### config.mk
export PLATFORM = sky130hd
export DESIGN_NAME = udc_counter
export DESIGN_NICKNAME = d
export VERILOG_FILES = /design/src/udc_pkg.sv /design/src/udc_regs.sv /design/src/udc_counter.sv
export SDC_FILE = /design/constraint.sdc
export NUM_CORES = 1
export LEC_CHECK = 0
export BUFFER_PORTS_ARGS = -buffer_cell sky130_fd_sc_hd__buf_2
export CAP_MARGIN = 20
export CELL_PAD_IN_SITES_DETAIL_PLACEMENT = 0
export CELL_PAD_IN_SITES_GLOBAL_PLACEMENT = 1
export CORE_AREA = 2 2 93 73
export CTS_CLUSTER_DIAMETER = 30
export CTS_CLUSTER_SIZE = 25
export DETAILED_ROUTE_END_ITERATION = 16
export DIE_AREA = 0 0 95 75
export PLACE_DENSITY = 0.77
export REMOVE_ABC_BUFFERS = 1
export SLEW_MARGIN = 20
export SYNTH_ARGS = -nofsm -noshare
export SYNTH_HDL_FRONTEND = slang
export SYNTH_SLANG_ARGS = --single-unit
### constraint.sdc
create_clock -name clk_i -period 2.5 [get_ports clk_i]
set_input_delay 0.125 -clock clk_i [delete_from_list [all_inputs] [get_ports clk_i]]
set_output_delay 0.125 -clock clk_i [all_outputs]
set_load 0.05 [all_outputs]
### src/udc_pkg.sv
// udc_pkg: constants and carrier types of the 8-bit up/down counter
// assumes a 32-bit classic wishbone bus and one 10 MHz clock
package udc_pkg;
	localparam int         UDC_WIDTH       = 8;
	localparam logic [7:0] UDC_TERM_UP     = 8'hff;
	localparam logic [7:0] UDC_TERM_DOWN   = 8'h00;
	localparam logic [7:0] UDC_COUNT_RST   = 8'h00;
	// register byte offsets
	localparam logic [7:0] UDC_OFS_CTRL    = 8'h00;
	localparam logic [7:0] UDC_OFS_PRESET  = 8'h04;
	localparam logic [7:0] UDC_OFS_STATUS  = 8'h08;
	// control register fields
	localparam int         UDC_CTRL_LOAD   = 0;
	localparam int         UDC_CTRL_FREEZE = 1;
	// status register field, then register reset values
	localparam int         UDC_STAT_TC_N   = 8;
	localparam logic [7:0] UDC_PRESET_RST  = 8'h00;
	localparam logic       UDC_FREEZE_RST  = 1'b0;

	typedef enum logic [1:0] {
		UDC_BUS_IDLE = 2'b01,
		UDC_BUS_ACK  = 2'b10
	} udc_bus_state_t;

	typedef struct packed {
		logic        cyc;
		logic        stb;
		logic        we;
		logic [7:0]  adr;
		logic [3:0]  sel;
		logic [31:0] dat;
	} udc_wb_req_t;

	typedef struct packed {
		logic        ack;
		logic [31:0] dat;
	} udc_wb_rsp_t;

	typedef struct packed {
		logic load_n;
		logic count_up;
		logic count_gate_par_n;
		logic count_gate_trickle_n;
	} udc_ctrl_t;
endpackage : udc_pkg

### src/udc_regs.sv
// udc_regs: wishbone slave holding the software control and preset registers
// assumes a classic single-cycle master on clk_i; answers one cycle after request
`timescale 1ns/1ps
module udc_regs
	import udc_pkg::*;
(
	input  wire logic        clk_i,
	input  wire logic        rst_i,
	input  wire udc_wb_req_t wb_req_i,
	output udc_wb_rsp_t      wb_rsp_o,
	input  wire logic [7:0]  count_i,
	input  wire logic        tc_n_i,
	output logic [7:0]       sw_preset_o,
	output logic             sw_load_o,
	output logic             sw_freeze_o
);
	udc_bus_state_t state;
	udc_bus_state_t next_state;

	// request decode, one aligned word per register
	wire       req_w    = wb_req_i.cyc & wb_req_i.stb;
	wire       commit_w = req_w & wb_req_i.we & wb_req_i.sel[0] & (state == UDC_BUS_ACK);
	wire       hit_ctrl = wb_req_i.adr == UDC_OFS_CTRL;
	wire       hit_pre  = wb_req_i.adr == UDC_OFS_PRESET;
	wire       hit_stat = wb_req_i.adr == UDC_OFS_STATUS;
	wire [31:0] rd_w    = hit_ctrl ? {30'h0, sw_freeze_o, 1'b0} :
	                      hit_pre  ? {24'h0, sw_preset_o} :
	                      hit_stat ? {23'h0, tc_n_i, count_i} : 32'h0;

	// ack drops after one cycle so a held request is not answered twice
	always_comb begin
		unique case (state)
			UDC_BUS_IDLE: next_state = req_w ? UDC_BUS_ACK : UDC_BUS_IDLE;
			UDC_BUS_ACK:  next_state = UDC_BUS_IDLE;
			default:      next_state = UDC_BUS_IDLE;
		endcase
	end

	always_ff @(posedge clk_i) begin
		if (rst_i) begin
			state    <= UDC_BUS_IDLE;
			wb_rsp_o <= '0;
		end else begin
			state        <= next_state;
			wb_rsp_o.ack <= next_state == UDC_BUS_ACK;
			wb_rsp_o.dat <= rd_w;
		end
	end

	// writes land at the edge that the master samples ack; load bit self-clears
	always_ff @(posedge clk_i) begin
		if (rst_i) begin
			sw_preset_o <= UDC_PRESET_RST;
			sw_freeze_o <= UDC_FREEZE_RST;
			sw_load_o   <= 1'b0;
		end else begin
			sw_load_o <= commit_w & hit_ctrl & wb_req_i.dat[UDC_CTRL_LOAD];
			if (commit_w & hit_ctrl)
				sw_freeze_o <= wb_req_i.dat[UDC_CTRL_FREEZE];
			if (commit_w & hit_pre)
				sw_preset_o <= wb_req_i.dat[7:0];
		end
	end
endmodule : udc_regs

### src/udc_counter.sv
// udc_counter: synchronous 8-bit up/down binary counter with preset and cascade enables
// assumes pin controls come from logic on clk_i and a classic wishbone master
//
// Function
// - state changes, count or load, only at the rising clock edge
// - eight stages, parallel count outputs and eight parallel preset inputs
// - load low at the edge copies the preset, ignoring direction and enables
// - both enables low: count up when direction high, down when low
// - parallel enable high holds the value whatever the direction
// - trickle enable high holds the value and forces terminal flag high
// - terminal flag low only with trickle enable low at terminal count
// - up terminal is all ones, down terminal is all zeros
//
// Register access over Wishbone and the register offsets were decided locally.
`timescale 1ns/1ps
module udc_counter
	import udc_pkg::*;
(
	input  wire logic                 clk_i,
	input  wire logic                 rst_i,
	input  wire udc_wb_req_t          wb_req_i,
	output udc_wb_rsp_t               wb_rsp_o,
	input  wire udc_ctrl_t            ctl_i,
	input  wire logic [UDC_WIDTH-1:0] preset_in_i,
	output logic [UDC_WIDTH-1:0]      count_out_o,
	output logic                      terminal_flag_n_o
);
	logic [7:0] sw_preset;
	logic       sw_load;
	logic       sw_freeze;
	logic [7:0] next_count;
	logic       next_tc_n;

	// terminal value for the selected direction
	function automatic logic udc_at_term(input logic [7:0] value, input logic up);
		udc_at_term = up ? (value == UDC_TERM_UP) : (value == UDC_TERM_DOWN);
	endfunction : udc_at_term

	udc_regs u_regs (
		.clk_i       (clk_i),
		.rst_i       (rst_i),
		.wb_req_i    (wb_req_i),
		.wb_rsp_o    (wb_rsp_o),
		.count_i     (count_out_o),
		.tc_n_i      (terminal_flag_n_o),
		.sw_preset_o (sw_preset),
		.sw_load_o   (sw_load),
		.sw_freeze_o (sw_freeze)
	);

	// mode decode; the pin load beats the software load, which beats counting
	wire pin_load_w = ~ctl_i.load_n;
	wire enable_w   = ~ctl_i.count_gate_par_n & ~ctl_i.count_gate_trickle_n;
	wire step_w     = ~pin_load_w & ~sw_load & ~sw_freeze & enable_w;
	// 8-bit add and subtract wrap by themselves
	wire [7:0] inc_w = count_out_o + 8'h01;
	wire [7:0] dec_w = count_out_o - 8'h01;

	always_comb begin
		if (pin_load_w)
			next_count = preset_in_i;
		else if (sw_load)
			next_count = sw_preset;
		else if (step_w)
			next_count = ctl_i.count_up ? inc_w : dec_w;
		else
			next_count = count_out_o;
	end

	// flag is registered, so it tracks the count and controls taken at the same edge
	assign next_tc_n = ~(~ctl_i.count_gate_trickle_n & udc_at_term(next_count, ctl_i.count_up));

	// no documented reset; rst_i only gives a defined start before the first load
	always_ff @(posedge clk_i) begin
		if (rst_i) begin
			count_out_o       <= UDC_COUNT_RST;
			terminal_flag_n_o <= 1'b1;
		end else begin
			count_out_o       <= next_count;
			terminal_flag_n_o <= next_tc_n;
		end
	end

	// checks on the counter behaviour
	property p_load;
		@(posedge clk_i) disable iff (rst_i)
		!ctl_i.load_n |=> count_out_o == $past(preset_in_i);
	endproperty
	a_load: assert property (p_load) else $error("load did not copy preset");

	property p_count_up;
		@(posedge clk_i) disable iff (rst_i)
		(ctl_i.load_n && !sw_load && !sw_freeze && enable_w && ctl_i.count_up)
			|=> count_out_o == $past(count_out_o) + 8'h01;
	endproperty
	a_count_up: assert property (p_count_up) else $error("count up step wrong");

	property p_count_down;
		@(posedge clk_i) disable iff (rst_i)
		(ctl_i.load_n && !sw_load && !sw_freeze && enable_w && !ctl_i.count_up)
			|=> count_out_o == $past(count_out_o) - 8'h01;
	endproperty
	a_count_down: assert property (p_count_down) else $error("count down step wrong");

	property p_hold_par;
		@(posedge clk_i) disable iff (rst_i)
		(ctl_i.load_n && !sw_load && ctl_i.count_gate_par_n) |=> $stable(count_out_o);
	endproperty
	a_hold_par: assert property (p_hold_par) else $error("moved with parallel enable high");

	property p_hold_trickle;
		@(posedge clk_i) disable iff (rst_i)
		(ctl_i.load_n && !sw_load && ctl_i.count_gate_trickle_n)
			|=> $stable(count_out_o) && terminal_flag_n_o;
	endproperty
	a_hold_trickle: assert property (p_hold_trickle) else $error("trickle hold failed");

	property p_flag_cause;
		@(posedge clk_i) disable iff (rst_i)
		!terminal_flag_n_o |-> !$past(ctl_i.count_gate_trickle_n)
			&& udc_at_term(count_out_o, $past(ctl_i.count_up));
	endproperty
	a_flag_cause: assert property (p_flag_cause) else $error("flag low without cause");

	property p_flag_set;
		@(posedge clk_i) disable iff (rst_i)
		(!ctl_i.count_gate_trickle_n && ctl_i.count_up && next_count == 8'hff)
			|=> !terminal_flag_n_o;
	endproperty
	a_flag_set: assert property (p_flag_set) else $error("flag missed all ones");

	property p_wrap_up;
		@(posedge clk_i) disable iff (rst_i)
		(step_w && ctl_i.count_up && count_out_o == 8'hff) |=> count_out_o == 8'h00;
	endproperty
	a_wrap_up: assert property (p_wrap_up) else $error("no wrap to zero");

	property p_wrap_down;
		@(posedge clk_i) disable iff (rst_i)
		(step_w && !ctl_i.count_up && count_out_o == 8'h00) |=> count_out_o == 8'hff;
	endproperty
	a_wrap_down: assert property (p_wrap_down) else $error("no wrap to all ones");

	property p_edge_only;
		@(posedge clk_i) disable iff (rst_i)
		(ctl_i.load_n && !sw_load && !step_w) |=> count_out_o == $past(count_out_o, 1);
	endproperty
	a_edge_only: assert property (p_edge_only) else $error("count changed without cause");

	// the hold and step checks look at internal decode on purpose:
	// a bench that drives only pins cannot see the software load and freeze,
	// and the load gates every hold check, load and freeze every step check

	// down terminal is all zeros, the twin of the all-ones check
	property p_flag_down;
		@(posedge clk_i) disable iff (rst_i)
		(!ctl_i.count_gate_trickle_n && !ctl_i.count_up && next_count == 8'h00) |=> !terminal_flag_n_o;
	endproperty
	a_flag_down: assert property (p_flag_down) else $error("flag missed all zeros");

	// trickle high forces the flag high whatever else happens
	property p_flag_trickle_high;
		@(posedge clk_i) disable iff (rst_i)
		ctl_i.count_gate_trickle_n |=> terminal_flag_n_o;
	endproperty
	a_flag_trickle_high: assert property (p_flag_trickle_high) else $error("flag low with trickle high");

	// away from the terminal value the flag must be released
	property p_flag_clear;
		@(posedge clk_i) disable iff (rst_i)
		(!ctl_i.count_gate_trickle_n && !udc_at_term(next_count, ctl_i.count_up)) |=> terminal_flag_n_o;
	endproperty
	a_flag_clear: assert property (p_flag_clear) else $error("flag stuck low");

	// loading a terminal value shows the flag straight away
	property p_load_terminal;
		@(posedge clk_i) disable iff (rst_i)
		(!ctl_i.load_n && !ctl_i.count_gate_trickle_n && udc_at_term(preset_in_i, ctl_i.count_up))
			|=> !terminal_flag_n_o;
	endproperty
	a_load_terminal: assert property (p_load_terminal) else $error("flag missed loaded terminal");

	// either gate high stops counting
	property p_gate_hold;
		@(posedge clk_i) disable iff (rst_i)
		(ctl_i.load_n && !sw_load && (ctl_i.count_gate_par_n || ctl_i.count_gate_trickle_n))
			|=> $stable(count_out_o);
	endproperty
	a_gate_hold: assert property (p_gate_hold) else $error("counted with a gate high");

	// a low flag while counting up means every stage is high
	property p_flag_all_ones;
		@(posedge clk_i) disable iff (rst_i)
		(!terminal_flag_n_o && $past(ctl_i.count_up)) |-> count_out_o == 8'hff;
	endproperty
	a_flag_all_ones: assert property (p_flag_all_ones) else $error("up flag off all ones");

	// a low flag while counting down means every stage is low
	property p_flag_all_zeros;
		@(posedge clk_i) disable iff (rst_i)
		(!terminal_flag_n_o && !$past(ctl_i.count_up)) |-> count_out_o == 8'h00;
	endproperty
	a_flag_all_zeros: assert property (p_flag_all_zeros) else $error("down flag off all zeros");

	// load ignores a high trickle gate, which still holds the flag high
	property p_load_trickle;
		@(posedge clk_i) disable iff (rst_i)
		(!ctl_i.load_n && ctl_i.count_gate_trickle_n)
			|=> count_out_o == $past(preset_in_i) && terminal_flag_n_o;
	endproperty
	a_load_trickle: assert property (p_load_trickle) else $error("load with trickle high wrong");

	// a granted step always moves the count
	property p_step_moves;
		@(posedge clk_i) disable iff (rst_i)
		step_w |=> count_out_o != $past(count_out_o);
	endproperty
	a_step_moves: assert property (p_step_moves) else $error("step left count unchanged");

	// parallel hold keeps the flag tied to the held value
	property p_hold_par_flag;
		@(posedge clk_i) disable iff (rst_i)
		(ctl_i.load_n && !sw_load && ctl_i.count_gate_par_n && !ctl_i.count_gate_trickle_n)
			|=> terminal_flag_n_o == !udc_at_term(count_out_o, $past(ctl_i.count_up));
	endproperty
	a_hold_par_flag: assert property (p_hold_par_flag) else $error("flag wrong during hold");
endmodule : udc_counter

==> metrics.md <==
| Metric | Value |
|---|---|
| Height of the die | `75 microns` |
| #FFs+latches synth | `30` |
| Final worst slack | `a little under 0.1 ns` |
| Mapped Area | `~1800 sq um` |
| CP Max Fanout | `2` |
| Io pins | `just over 100` |
| Fmax | `0.4161 GHz` |
| Post-synthesis sequential area ratio | `33.04%` |
| R2r endpoint | `terminal_flag_n_o` |
| Largest stage delay, worst path | `0.54 ns` |
| Startpoint Class | `register` |
| Hold_buf cts | `0` |
| Reg2Reg Setup Slack | `roughly 0.097 ns` |
| CP startpoint | `count_out_o[0]` |
| Post-synthesis mux area share | `7.846%` |
| Critical Path End | `terminal_flag_n_o` |
| Yosys cell types | `43` |
| Post-synth top cells | `nor2_1 (35), dfxtp_1 (30), buf_4 (24)` |
| GPL Wtd Cong | `between 0.8 and 0.9` |
| Largest family of logic cells by synthesized area | `simple AND/OR/NAND/NOR gates` |
| Critical path's top delay family | `simple AND/OR/NAND/NOR gates` |
| Die area | `roughly 7100 sq um` |
| Rows | `25` |
| CTS Buffer Depth | `2` |
| PwrDens | `roughly 550 nW/um^2` |
| Final Setup Violations | `0` |
| Peak VDD IR | `209.1 uV` |
| CP required | `2.66 ns` |
| Final hold viol count | `0` |
| First-pass GRT wire length | `~8 mm` |
| Synthesized area per cell | `8.339 sq um` |
| Post-route ant nets | `0` |
| Max-slew violations | `0` |
| Diode count | `0` |
| Initial core utilization | `just under 30%` |
| Area leader, netlist | `dfxtp_1` |
| Critical-path cell list | `fa_1 > a211oi_1 > nor2_1 > o32a_1 > or4_4 > nor4_2 > mux2i_1` |
| Worst-path clk slew | `roughly 0.060 ns` |
| DR vias | `about 1700` |
| CTS tree | `built` |
| Synth Area in XOR/XNOR | `between 1 and 1.5%` |
| Post-synth top flop | `dfxtp_1` |
| Status | `finished clean` |
| Total grt overflow | `0` |
| Die X | `95 microns` |
| Root buf cell | `clkbuf_8` |
| Hold WC Path Type | `in -> reg` |
| Nets | `about 350` |
| HPWL Detailed | `4.000 mm` |
| Synth Area in Adders | `5.231%` |
| Total GRT Usage | `15.17%` |
| Period utilisation layout | `96.12%` |
| Setup CP Type | `reg -> reg` |
| Fin crit period | `approximately 2.4 ns` |
| Pre-Repair DR Iteration Count | `4` |
| Quantity of gates resized following cts | `0` |
| Pwr Total | `between 1 and 1.5 mW` |
| Total CTS buffers | `5` |
| WL/cell | `~14 microns` |
| Setup TNS | `0 ns` |
| Total core area | `6162 sq um` |
| DRC | `0` |
| FFs w/ async S/R, synth | `0%` |
| Initial antenna violation count | `0` |
| Placed Cells | `around 360` |
| Measured slew at the worst slew-check pin | `~0.68 ns` |
| Post-synth top area share | `between 30 and 40%` |
| Synth warn | `0` |
| Clock sinks | `30` |
| Pre-CTS WS | `between 0.04 and 0.05 ns` |
| 1st-iter DRT viols | `39` |
| Nature of the critical path endpoint | `register` |
| Layout Area Growth over Synthesis | `24.16%` |
| Headroom to the max-slew limit | `between 50% and 60%` |
| Buf/Inv on CP | `0` |
| Final std cells w/o fill | `about 360` |
| Number of global-route vias before repair | `1642` |
| Final WL | `between 4 and 5 mm` |
| Synth Area in Compound Gates | `between 10% and 20%` |
| Postcts setup bufs | `0` |
| IO Port Bufs | `52` |
| Top post-synthesis cells by area | `dfxtp_1 (33%), buf_4 (9.9%), nor2_1 (7.2%)` |
| RSZ-0062 raised after global routing | `false` |
| Max_cap viols | `0` |
| Most frequent cell after synthesis | `nor2_1` |
| H-tree depth | `2` |
| Post-synth EDFFs | `0` |
| Post-Synthesis Cells | `218` |
| Largest net degree at the start of global routing | `19` |
| P_leak | `a little over 1 nW` |
| Crit path depth | `7` |
| CP max stage cell | `or4_4` |
| Simple-gate area share of the yosys netlist | `22.02%` |
| Layout cell share with drive strength beyond 1 | `~28%` |
| Worst EP arrival | `approximately 2.6 ns` |
| Reg-to-Reg Start | `count_out_o[0]` |
| Reg2Reg Depth | `7` |
| Layout Skew | `slightly above 0.003 ns` |
| Via density per instance | `4.769` |
| Clk_lat worst skew | `about 0.28 ns` |
[power breakdown]
part	switching (mW)	leakage (nW)	internal, mW
sequential	0.0123	0.244	0.490
combinational	0.235	0.735	0.107
clock	0.175	0.0431	0.212
[layer usage]
| metal | part of all wire (%) | up-vias | global-route usage (%) |
|---|---|---|---|
| met4 | 0.78 | 0 | 4.831 |
| met2 | 40 | 68 | 22.14 |
| met1 | 51 | 793 | 21.77 |
| met5 | 0 | - | 0 |
| met3 | 7.9 | 5 | 4.104 |
| li1 | - | 865 | - |
[how the worst min path moves through the flow]
stage | from | slack [ns] | depth (start not counted) | to
after floorplan | rst_i | 0.20 | 1 | count_out_o[0]
after global placement | wb_req_i[3] | 0.36 | 3 | u_regs.sw_preset_o[3]
after detailed placement | wb_req_i[3] | 0.38 | 3 | u_regs.sw_preset_o[3]
after CTS | wb_req_i[3] | 0.08 | 3 | u_regs.sw_preset_o[3]
after global routing | wb_req_i[3] | 0.09 | 3 | u_regs.sw_preset_o[3]
final | wb_req_i[2] | 0.09 | 3 | u_regs.sw_preset_o[2]
[final cells by class]
type / count / area, sq um
Fill cell: 683 / 3905
Multi-Input combinational cell: 170 / 1059
Sequential cell: 30 / 600.6
Timing Repair Buffer: 69 / 387.9
Tap cell: 81 / 101.3
Clock buffer: 6 / 82.58
Inverter: 7 / 26.28
[registers in the layout, indices dropped and copies added, names as in the netlist]
name and cells:
terminal_flag_n_o 1, u_regs.wb_rsp_o 9, u_regs.state 2, u_regs.sw_preset_o 8, u_regs.sw_freeze_o 1, u_regs.sw_load_o 1
count_out_o 8
[logic make-up (layout without fill, tap and decap cells)]
logic type | count (synthesis) | after routing
other cells | 1 | 23
compound gates | 44 | 44
mux | 14 | 14
xor+xnor | 3 | 3
buf+inv | 40 | 82
simple gates | 79 | 79
fa+ha+maj | 7 | 7
flops | 30 | 30
[stage by stage]
step / area, sq um / utilization [%] / hold WS (ns)
after floorplan: 1685 / - / 0.1974
after global placement: 2175 / 35.29 / 0.3648
after detailed placement: 2175 / 35.29 / 0.3752
after CTS: 2257 / 36.63 / 0.08156
after global routing: 2257 / 36.63 / 0.08513
final: 2257 / 36.63 / 0.08682
[worst register-to-register path, delay by kind of cell, from the launching register on]
family / cells / cell delay (ns)
flip-flops: 1 / 0.32
AO/OA/AOI/OAI: 2 / 0.62
multiplexers: 1 / 0.11
adder cells (fa/ha/maj): 1 / 0.44
AND/OR/NAND/NOR: 3 / 0.80
[layout by cell type (no fill, tap or decap), types with 2 or more instances in the layout]
cell type	Yosys	final
a211oi_1	5	5
a21o_1	3	3
a21oi_1	4	4
a221oi_1	3	3
a22oi_1	8	8
a31oi_1	5	5
and3_1	2	2
and4_1	2	2
buf_2	1	52
buf_4	24	17
clkbuf_8	0	6
conb_1	1	23
dfxtp_1	30	30
ha_1	6	6
inv_1	7	7
mux2_2	2	2
mux2i_1	12	12
nand2_1	9	9
nand3_1	3	3
nand4_1	3	3
nand4b_1	2	2
nor2_1	35	35
nor2b_1	5	5
nor3_1	6	6
nor3b_1	2	2
nor4_1	2	2
o21ai_0	8	8
o21bai_1	3	3
o311a_1	2	2
or3_1	2	2
xor2_1	2	2
Power figures use the tool's default switching activity.
